--- config.mk ---
export PLATFORM = sky130hd
export DESIGN_NAME = scb_top
export DESIGN_NICKNAME = d
export VERILOG_FILES = /design/src/scb_pkg.sv /design/src/scb_top.sv /design/src/scb_post_div.sv /design/src/scb_brownout.sv
export VERILOG_INCLUDE_DIRS = /design/src /design/src/src
export SDC_FILE = /design/constraint.sdc
export NUM_CORES = 1
export LEC_CHECK = 0
export BUFFER_PORTS_ARGS = -buffer_cell sky130_fd_sc_hd__clkbuf_2
export CAP_MARGIN = 40
export CORE_MARGIN = 4
export CORE_UTILIZATION = 45
export DETAILED_ROUTE_END_ITERATION = 12
export PLACE_DENSITY = 0.73
export SKIP_LAST_GASP = 1
export SLEW_MARGIN = 20
export SYNTH_ARGS = -nofsm -noshare
export SYNTH_HDL_FRONTEND = slang
export SYNTH_SLANG_ARGS = --single-unit
--- constraint.sdc ---
create_clock -name clk -period 6.1 [get_ports clk]
set_input_delay 0.915 -clock clk [delete_from_list [all_inputs] [get_ports clk]]
set_output_delay 0.915 -clock clk [all_outputs]
set_load 0.05 [all_outputs]
--- src/scb_cfg.svh ---
// Purpose: offsets, field positions, reset values and timing counts
// Assumes: byte-wide register port, 16-bit address
// Notes: none
`ifndef SCB_CFG_SVH
`define SCB_CFG_SVH
`define SCB_ADDR_BROWNOUT 16'hFF0A
`define SCB_ADDR_SYNTH_STAT 16'hFF10
`define SCB_ADDR_SYNTH_FILT 16'hFF11
`define SCB_ADDR_SYNTH_RATIO 16'hFF12
`define SCB_ADDR_CLK_SEL 16'hFF13
`define SCB_RST_BROWNOUT 8'h00
`define SCB_RST_SYNTH_STAT 8'hC1
`define SCB_RST_SYNTH_FILT 8'h02
`define SCB_RST_SYNTH_RATIO 8'h10
`define SCB_STAT_UNSTABLE_BIT 7
`define SCB_STAT_PWDN_BIT 0
`define SCB_STAT_RW_MASK 8'h67
`define SCB_FILT_RW_MASK 8'h0F
`define SCB_LOW_TRIP_HI 7
`define SCB_LOW_TRIP_LO 6
`define SCB_M_HI 7
`define SCB_M_LO 4
`define SCB_N_HI 3
`define SCB_N_LO 2
`define SCB_DIV_HI 1
`define SCB_DIV_LO 0
`define SCB_HOLD_XTAL_CYCLES 65536
`define SCB_SWITCH_SYNC_STAGES 2
`endif

--- src/scb_pkg.sv ---
// Purpose: shared types of the clock and brownout block
// Assumes: scb_cfg.svh holds the numbers
// Notes: none
package scb_pkg;
  typedef enum logic [1:0]
  {
    SCB_SEL_XTAL = 2'b00,
    SCB_SEL_WAIT = 2'b01,
    SCB_SEL_SYNTH = 2'b11
  } scb_sel_type;
  typedef enum logic [1:0]
  {
    SCB_BR_RESET = 2'b00,
    SCB_BR_HOLD = 2'b01,
    SCB_BR_RUN = 2'b11
  } scb_br_type;
endpackage

--- src/scb_top.sv ---
// Purpose: chip clock control and brownout reset
// Assumes: one 250 MHz clock; crystal and synthesizer edges arrive as enable ticks
// Notes: analog trims only stored and driven out
//
// The implementer's own choice: strobed register access.
`timescale 1ns/1ps
`include "scb_cfg.svh"
module scb_top
  import scb_pkg::*;
#(
  parameter int HOLD_CYCLES = `SCB_HOLD_XTAL_CYCLES
)
(
  input wire logic clk,
  input wire logic nrst,
  input wire logic [15:0] addr,
  input wire logic [7:0] wdata,
  input wire logic wr,
  input wire logic rd,
  output logic [7:0] rdata,
  input wire logic xtal_tick,
  input wire logic synth_tick,
  input wire logic synth_locked,
  input wire logic below_low,
  input wire logic above_upper,
  output logic chip_reset,
  output logic [1:0] low_trip_level_select,
  output logic synth_power_down,
  output logic [3:0] synth_m_code,
  output logic [1:0] synth_n_code,
  output logic [3:0] synth_filter_trim,
  output logic [1:0] synth_test_vset,
  output logic sys_on_synth,
  output logic sys_clk_tick
);
  // ----------------------------------------------------------------
  // state
  // ----------------------------------------------------------------
  typedef struct packed
  {
    logic [7:0] brown;
    logic [7:0] stat;
    logic [7:0] filt;
    logic [7:0] ratio;
    logic sel_req;
    scb_sel_type sel;
    logic [1:0] xs;
    logic [1:0] ss;
    logic src_tick;
    logic [7:0] rdata;
  } scb_top_type;
  scb_top_type s_r;
  scb_top_type s_nxt;
  logic unstable;
  logic bo_reset;
  logic div_tick;
  logic chip_reset_r;
  logic div_tick_r;
  function automatic logic hit(input logic [15:0] a, input logic [15:0] b);
    hit = (a == b);
  endfunction
  // ----------------------------------------------------------------
  // brownout and post-divider
  // ----------------------------------------------------------------
  scb_brownout #(
    .HOLD_CYCLES(HOLD_CYCLES)
  ) u_bo (
    .clk(clk),
    .nrst(nrst),
    .xtal_tick(xtal_tick),
    .below_low(below_low),
    .above_upper(above_upper),
    .chip_reset(bo_reset)
  );
  scb_post_div u_div (
    .clk(clk),
    .nrst(nrst && !bo_reset),
    .en(s_r.src_tick),
    .div_code(s_r.ratio[`SCB_DIV_HI:`SCB_DIV_LO]),
    .tick(div_tick)
  );
  // ----------------------------------------------------------------
  // next state
  // ----------------------------------------------------------------
  always_comb
  begin
    s_nxt = s_r;
    unstable = s_r.stat[`SCB_STAT_PWDN_BIT] || !synth_locked;
    s_nxt.stat[`SCB_STAT_UNSTABLE_BIT] = unstable;
    s_nxt.rdata = 8'h00;
    if (wr)
    begin
      if (hit(addr, `SCB_ADDR_BROWNOUT))
      begin
        s_nxt.brown = {wdata[`SCB_LOW_TRIP_HI:`SCB_LOW_TRIP_LO], 6'h00};
      end
      if (hit(addr, `SCB_ADDR_SYNTH_STAT))
      begin
        s_nxt.stat = (wdata & `SCB_STAT_RW_MASK) | {unstable, 7'h00};
      end
      if (hit(addr, `SCB_ADDR_SYNTH_FILT))
      begin
        s_nxt.filt = wdata & `SCB_FILT_RW_MASK;
      end
      if (hit(addr, `SCB_ADDR_SYNTH_RATIO))
      begin
        s_nxt.ratio = wdata;
      end
      if (hit(addr, `SCB_ADDR_CLK_SEL))
      begin
        s_nxt.sel_req = wdata[0];
      end
    end
    if (rd)
    begin
      if (hit(addr, `SCB_ADDR_BROWNOUT))
      begin
        s_nxt.rdata = s_r.brown;
      end
      else if (hit(addr, `SCB_ADDR_SYNTH_STAT))
      begin
        s_nxt.rdata = s_r.stat;
      end
      else if (hit(addr, `SCB_ADDR_SYNTH_FILT))
      begin
        s_nxt.rdata = s_r.filt;
      end
      else if (hit(addr, `SCB_ADDR_SYNTH_RATIO))
      begin
        s_nxt.rdata = s_r.ratio;
      end
      else if (hit(addr, `SCB_ADDR_CLK_SEL))
      begin
        s_nxt.rdata = {6'h00, (s_r.sel == SCB_SEL_SYNTH), s_r.sel_req};
      end
      else
      begin
        s_nxt.rdata = 8'h00;
      end
    end
    // handover to the synthesizer waits for an edge of the old and then the new source; the return to the crystal is immediate
    s_nxt.xs = 2'b00;
    s_nxt.ss = 2'b00;
    case (s_r.sel)
      SCB_SEL_XTAL:
      begin
        s_nxt.src_tick = xtal_tick;
        if (s_r.sel_req && !unstable)
        begin
          s_nxt.sel = SCB_SEL_WAIT;
        end
      end
      SCB_SEL_WAIT:
      begin
        s_nxt.src_tick = 1'b0;
        s_nxt.xs = s_r.xs | {1'b0, xtal_tick};
        s_nxt.ss = s_r.ss | {1'b0, s_r.xs[0] & synth_tick};
        if (!s_r.sel_req || unstable)
        begin
          s_nxt.sel = SCB_SEL_XTAL;
        end
        else if (s_r.ss[0])
        begin
          s_nxt.sel = SCB_SEL_SYNTH;
        end
      end
      SCB_SEL_SYNTH:
      begin
        s_nxt.src_tick = synth_tick;
        if (!s_r.sel_req || unstable)
        begin
          s_nxt.sel = SCB_SEL_XTAL;
        end
      end
      default:
      begin
        s_nxt.sel = SCB_SEL_XTAL;
        s_nxt.src_tick = 1'b0;
      end
    endcase
  end
  // ----------------------------------------------------------------
  // registers
  // ----------------------------------------------------------------
  always_ff @(posedge clk)
  begin
    if (!nrst || bo_reset)
    begin
      s_r <= '{brown: `SCB_RST_BROWNOUT, stat: `SCB_RST_SYNTH_STAT, filt: `SCB_RST_SYNTH_FILT,
               ratio: `SCB_RST_SYNTH_RATIO, sel_req: 1'b0, sel: SCB_SEL_XTAL, xs: 2'b00,
               ss: 2'b00, src_tick: 1'b0, rdata: 8'h00};
    end
    else
    begin
      s_r <= s_nxt;
    end
  end
  always_ff @(posedge clk)
  begin
    if (!nrst)
    begin
      chip_reset_r <= 1'b1;
      div_tick_r <= 1'b0;
    end
    else
    begin
      chip_reset_r <= bo_reset;
      div_tick_r <= div_tick;
    end
  end
  // ----------------------------------------------------------------
  // outputs
  // ----------------------------------------------------------------
  assign rdata = s_r.rdata;
  assign chip_reset = chip_reset_r;
  assign low_trip_level_select = s_r.brown[`SCB_LOW_TRIP_HI:`SCB_LOW_TRIP_LO];
  assign synth_power_down = s_r.stat[`SCB_STAT_PWDN_BIT];
  assign synth_m_code = s_r.ratio[`SCB_M_HI:`SCB_M_LO];
  assign synth_n_code = s_r.ratio[`SCB_N_HI:`SCB_N_LO];
  assign synth_filter_trim = s_r.filt[3:0];
  assign synth_test_vset = s_r.stat[6:5];
  // only the synthesizer state has the upper code bit set
  assign sys_on_synth = s_r.sel[1];
  assign sys_clk_tick = div_tick_r;
endmodule

--- src/scb_post_div.sv ---
// Purpose: glitch-free power-of-two post-divider enable
// Assumes: runs on the system clock
// Notes: new code taken only at a whole divided period boundary
`timescale 1ns/1ps
`include "scb_cfg.svh"
module scb_post_div
  import scb_pkg::*;
(
  input wire logic clk,
  input wire logic nrst,
  input wire logic en,
  input wire logic [1:0] div_code,
  output logic tick
);
  typedef struct packed
  {
    logic [6:0] cnt;
    logic [1:0] code;
    logic tick;
  } scb_pd_type;
  scb_pd_type s_r;
  scb_pd_type s_nxt;
  logic [6:0] last;
  always_comb
  begin
    last = 7'((8'h01 << s_r.code) - 8'h01);
    s_nxt = s_r;
    s_nxt.tick = 1'b0;
    // counts source ticks, not system clock cycles
    if (en)
    begin
      if (s_r.cnt >= last)
      begin
        // boundary: only here the ratio changes, so no short period
        s_nxt.cnt = 7'h00;
        s_nxt.tick = 1'b1;
        s_nxt.code = div_code;
      end
      else
      begin
        s_nxt.cnt = 7'(s_r.cnt + 7'h01);
      end
    end
  end
  always_ff @(posedge clk)
  begin
    if (!nrst)
    begin
      s_r <= '0;
    end
    else
    begin
      s_r <= s_nxt;
    end
  end
  assign tick = s_r.tick;
endmodule

--- src/scb_brownout.sv ---
// Purpose: brownout reset with post-recovery hold count
// Assumes: comparator levels arrive as synchronous inputs
// Notes: hold counts crystal ticks
`timescale 1ns/1ps
`include "scb_cfg.svh"
module scb_brownout
  import scb_pkg::*;
#(
  parameter int HOLD_CYCLES = `SCB_HOLD_XTAL_CYCLES
)
(
  input wire logic clk,
  input wire logic nrst,
  input wire logic xtal_tick,
  input wire logic below_low,
  input wire logic above_upper,
  output logic chip_reset
);
  typedef struct packed
  {
    scb_br_type st;
    logic [16:0] cnt;
    logic rst;
  } scb_bo_type;
  scb_bo_type s_r;
  scb_bo_type s_nxt;
  always_comb
  begin
    s_nxt = s_r;
    case (s_r.st)
      SCB_BR_RESET:
      begin
        s_nxt.rst = 1'b1;
        s_nxt.cnt = '0;
        if (above_upper && !below_low)
        begin
          s_nxt.st = SCB_BR_HOLD;
        end
      end
      SCB_BR_HOLD:
      begin
        if (below_low || !above_upper)
        begin
          s_nxt.st = SCB_BR_RESET;
        end
        else if (xtal_tick)
        begin
          if (s_r.cnt >= 17'(HOLD_CYCLES - 1))
          begin
            s_nxt.st = SCB_BR_RUN;
            s_nxt.rst = 1'b0;
          end
          else
          begin
            s_nxt.cnt = 17'(s_r.cnt + 17'h00001);
          end
        end
      end
      SCB_BR_RUN:
      begin
        if (below_low)
        begin
          s_nxt.st = SCB_BR_RESET;
          s_nxt.rst = 1'b1;
        end
      end
      default:
      begin
        s_nxt.st = SCB_BR_RESET;
        s_nxt.rst = 1'b1;
      end
    endcase
  end
  always_ff @(posedge clk)
  begin
    if (!nrst)
    begin
      s_r <= '{st: SCB_BR_RESET, cnt: '0, rst: 1'b1};
    end
    else
    begin
      s_r <= s_nxt;
    end
  end
  assign chip_reset = s_r.rst;
endmodule

## After elaboration in Yosys (flattened, before gate mapping)

Index checks and enable logic that the tools add are counted.

- Flip-flop bits (word level): 70
- Logic and storage cells: 113
- Input bits: 33

- Mux-type cells: 30
- Add/subtract/negate cells: 3
- Reduce and logical (&&, ||, !) cells: 31
- Magnitude comparators: 2
- Shift-type cells: 1
- Bitwise operators: 6
- Eq/ne operators: 20

Operators with widths:

| kind | number |
|---|---|
| 16-bit equality test, second input constant | 5 |
| 8-bit 2-to-1 mux | 6 |
| 17-bit case mux with 2 select lines | 1 |
| 25-bit 2-to-1 mux | 1 |
| 20-bit 2-to-1 mux | 1 |
| 18-bit 2-to-1 mux | 1 |
| 2-bit 2-to-1 mux | 9 |
| 17-bit by 1-bit adder with 17-bit output, second input constant | 1 |
| 17-bit by 16-bit greater-or-equal comparator with 1-bit output, second input constant | 1 |
| 17-bit 2-to-1 mux | 1 |
| 2-bit AND reduction | 7 |
| 2-bit case mux with 3 select lines | 2 |
| 4-bit AND reduction | 3 |
| 2-bit inequality test, second input constant | 5 |
| 7-bit by 8-bit bitwise OR with 8-bit output | 1 |
| 7-bit by 1-bit adder with 7-bit output, second input constant | 1 |
| 7-bit greater-or-equal comparator | 1 |
| 1-bit logical NOT | 7 |
| 7-bit 2-to-1 mux | 1 |
| 1-bit by 2-bit << shifter with 7-bit output, first input constant | 1 |
| 7-bit by 1-bit subtractor with 7-bit output, second input constant | 1 |
| 2-bit by 1-bit inequality test with 1-bit output, second input constant | 3 |
| 2-bit by 1-bit equality test with 1-bit output, second input constant | 2 |
| 2-bit equality test, second input constant | 2 |
| 16 further kinds | 29 |

## Depth between registers and ports, before layout

- Word-level depth: 6
- Depth in mapped cells: 10
- Mapped depth without buffers: 9

## By module

Synthesis repeated with hierarchy kept, for this count alone.

- Cell total of the unflattened synthesis: 382
- Area total of the unflattened synthesis: 3405.8 um^2

By module, submodules not included:

| module | instances | area each (um^2) | cells an instance |
|---|---|---|---|
| scb_top | 1 | 1737.9 | 188 |
| scb_brownout | 1 | 1149.9 | 136 |
| scb_post_div | 1 | 518.0 | 58 |

## Worst setup path after synthesis

Ideal clock, no wire load.

- Kind: input port to flip-flop
- Start: input port addr[5]
- End: register s_r, in the netlist synth_m_code[1]
- Stages: 6
- Setup slack: 3.795 ns
- Arrival time: 2.176 ns
- Cells stage by stage: nand4bb_1 -> nor4_4 -> nand3_1 -> clkbuf_1 -> nand3_1 -> o21ai_0

- Cells in the longest elaborated chain, start to end: 2

RTL lines:

| item | line | source |
|---|---|---|
| from (decl) | scb_top.sv:16 | `input wire logic [15:0] addr,` |
| 16-bit equality test | scb_top.sv:60 | `hit = (a == b);` |
| 2-bit AND reduction (no source line) | -- |  |
| to (signal assigned) | scb_top.sv:189 | `` s_r <= '{brown: `SCB_RST_BROWNOUT, stat: `SCB_RST_SYNTH_STAT, filt: `SCB_RST_SYNTH_FILT, `` |
| to (signal assigned) | scb_top.sv:195 | `s_r <= s_nxt;` |
| to (decl) | scb_top.sv:52 | `scb_top_type s_r;` |

Every way passes these cells.
A chain may end at the register's enable or synchronous reset.

## Worst setup path in the final report

- Start: register u_bo.s_r[9] (netlist name)
- End: register u_bo.s_r[10] (netlist name)

- Cells in the longest elaborated chain, start to end: 5
- Elaborated cells between the ends (all ways): 8

RTL lines:

| item | line | source |
|---|---|---|
| from (decl) | scb_brownout.sv:25 | `scb_bo_type s_r;` |
| from (signal assigned) | scb_brownout.sv:78 | `s_r <= '{st: SCB_BR_RESET, cnt: '0, rst: 1'b1};` |
| from (signal assigned) | scb_brownout.sv:82 | `s_r <= s_nxt;` |
| 17-bit by 1-bit adder with 17-bit output | scb_brownout.sv:55 | `s_nxt.cnt = 17'(s_r.cnt + 17'h00001);` |
| 17-bit 2-to-1 mux | scb_brownout.sv:48 | `if (s_r.cnt >= 17'(HOLD_CYCLES - 1))` |
| 20-bit 2-to-1 mux | scb_brownout.sv:46 | `else if (xtal_tick)` |
| 18-bit 2-to-1 mux | scb_brownout.sv:42 | `if (below_low \|\| !above_upper)` |
| 17-bit case mux with 2 select lines | scb_brownout.sv:30 | `case (s_r.st)` |

Several ways; a longest one is shown, not always the timed one. The select of a mux whose other input is x is not followed.

==> flow_summary.yaml <==
layout:
  finalInstanceArea_um2: 3669
  syn2layout_area_growth_pct: 13.16
  antennaDiodeCount: 0
  drive_gt1_share_pct: 21.98
  nNetsFinal: 451
  final_common_cell: "dfxtp_1"
  fillers: 663
  final_cell_mix: "66 x dfxtp_1, 58 x clkbuf_2, 34 x nor2_1"
  final_cells: 510
cts:
  cts_setup_buffers: 0
  htreeDepth: 3
  cts_inserted_buffers: 9
  cts_resized: 0
  clock_path_buffers: 2
  insertion_delay_ps: 340
  clock_sinks: 66
  cts-root-buf: "clkbuf_8"
  clk_pin_slew_ps: 70
  ctsHoldBuffers: 0
  cts_tree: "done"
routing:
  vias_per_cell: 5.380
  drt_iter0_drc: 162
  route.detailed.drc: 0
  ant_nets: 0
  dr.pass1.iters: 5
  wl_per_cell_um: 14.00
  wl_um: 7140
  vias: 2744
synth:
  synthCells: 374
  synth_area_leaders: "dfxtp_1 41%, buf_4 5.6%, nand3_1 4.2%, nor2_1 3.9%, nand2_1 3.7%"
  synth_edf_count: 0
  yosysWarnings: 0
  synth_seq_cells: 66
  syn-cell-area_um2: 3242
  synthArstFlopShare_pct: 0
  synth.distinct_cells: 54
  synth_top_area_share_pct: 40.76
  synth_fp_nets: 416
  synth_seq_area_share_pct: 40.76
  synth_flop_cell: "dfxtp_1"
  synth_top_area_cell: "dfxtp_1"
  synth.avg_cell_area_um2: 8.668
floorplanning:
  initial_utilization_pct: 46.94
  die_h_um: 92.88
  core_area_um2: 6907
  die_area_um2: 8626
  ios: 59
  row_count: 30
  fp.dieW_um: 92.88
sta:
  worst_clock_skew_ps: 8.827
  fin_crit_sh_pct: 43.83
  slew_viol_final: 0
  final-setup-viol-count: 0
  grt_setup_unrepaired: "no"
  max_freq_mhz: 374.0
  tightest_slew_ps: 702.2
  relSlewSlack_pct: 52.55
  hold_violations: 0
  min_period_ps: 2674
  tns_ps: 0
run:
  drv_cap: 0
placement:
  port_buffers: 58
  dp.final_hpwl_um: 5292
  gp_congestion: 0.8541
  post_dp_cell_area_um2: 3451
  placed_cells: 494
critical_path:
  critPathKind: "reg -> reg"
  crit_path_end_kind: "flop"
  required_ps: 6310
  worst-path-max-fanout: 8
  cp.arrival_ps: 2880
  worstSetupStartpointType: "flop"
global_routing:
  grt_pass1_wl_um: 11990
  grt_overflow_total: 0
  grt_pass1_vias: 2634
  grt_use_total_pct: 17.39
  antenna_found_initial: 0
  grt_max_degree: 31
status:
  status: "complete, no violations"
power_and_ir_drop:
  p_leak_uw: 0.001299
  powerDensity_nw_per_um2: 234.3
  vdd_ir_drop_max_v: 0.0001522
hold_path:
  hp-class: "reg -> reg"
stage by stage:
stage	hold WS (ps)	total power [µW]	worst slack, ps	utilization (%)
2_1_floorplan	411.9	453.6	3795	-
4_1_cts	454.1	867.9	3414	53.12
3_3_place_gp	441.8	469.2	3081	49.80
3_5_place_dp	435.9	469.8	3165	49.96
5_1_grt	479.2	889.1	3142	53.12
6_report	446.4	859.5	3426	53.12
synthesized netlist by cell type (all sizes together) (2+ instances only):
cell / n
nand4: 11
nor4: 8
xor2: 3
a221oi: 3
ha: 9
nor2b: 6
o31a: 2
o21a: 2
o21ai: 24
o211ai: 3
nor3: 12
buf: 25
a22oi: 4
or4: 2
clkbuf: 12
mux2: 3
a2111oi: 3
o21bai: 2
nand3b: 3
inv: 11
and3: 2
a21oi: 14
o31ai: 2
xnor2: 11
dfxtp: 66
a21o: 2
nor2: 34
or3: 2
nand2b: 5
a211oi: 3
and2: 4
nand2: 32
nand4bb: 3
nand3: 28
mux2i: 6
and4: 3
cells by family after synthesis:
| logic type | Yosys count | share of synthesized area, % |
|---|---|---|
| mux | 9 | 2.895 |
| flops | 66 | 40.76 |
| fa+ha+maj | 9 | 3.474 |
| compound gates | 68 | 13.82 |
| buf+inv | 49 | 8.490 |
| simple gates | 159 | 26.78 |
| xor+xnor | 14 | 3.782 |
path summary, 6_finish.rpt:
| path | start | endpoint | slack (ps) | cells past startpoint |
|---|---|---|---|---|
| worst max register to register | u_bo.s_r[9] | u_bo.s_r[10] | 3430 | 9 |
| worst min register to register | u_div.tick | sys_clk_tick | 450 | 1 |
| worst max-delay path | u_bo.s_r[9] | u_bo.s_r[10] | 3430 | 9 |
| worst min-delay path | u_div.tick | sys_clk_tick | 450 | 1 |
power by group:
group	leakage, µW	internal (µW)	total (µW)	switching, µW
sequential	0.000532	431	432	0.733
combinational	0.000662	13.3	28.4	15.0
clock	0.000105	229	400	171
total	0.00130	673	860	186
layout make-up:
| cell class | count | area (µm²) | share of cell area, % |
|---|---|---|---|
| Inverter | 12 | 45.04 | 1.228 |
| Clock buffer | 9 | 123.9 | 3.377 |
| Multi-Input combinational cell | 259 | 1648 | 44.92 |
| Tap cell | 96 | 120.1 | 3.274 |
| Sequential cell | 66 | 1321 | 36.02 |
| Timing Repair Buffer | 61 | 316.6 | 8.629 |
| Clock inverter | 7 | 93.84 | 2.558 |
flip-flops by register name, summed over array words and instances (netlist names):
| signal | count |
|---|---|
| u_bo.s_r | 19 |
| s_r | 10 |
| u_div.s_r | 9 |
| rdata | 8 |
| synth_filter_trim | 4 |
| synth_m_code | 4 |
| low_trip_level_select | 2 |
| synth_n_code | 2 |
| synth_test_vset | 2 |
| chip_reset | 1 |
| synth_power_down | 1 |
| sys_clk_tick | 1 |
| sys_on_synth | 1 |
| u_bo.chip_reset | 1 |
| u_div.tick | 1 |
metal layers:
layer  up-vias  GRT usage, %  wire, µm
li1       1387             -         -
met1      1261         19.97      3106
met2        79         29.99      3495
met3        17         5.361       379
met4         0         6.838       159
met5         -             0         0
worst max-delay path, cell delays in order, from the launching register on:
cell	delay (ps)
dfxtp_1	420
nand4_1	240
nor4_1	670
and2_1	220
ha_1	210
nor4_4	60
nand3_2	150
o31a_1	340
o31a_1	190
o31ai_2	60
Note: power is estimated with default switching activity, not from simulation.
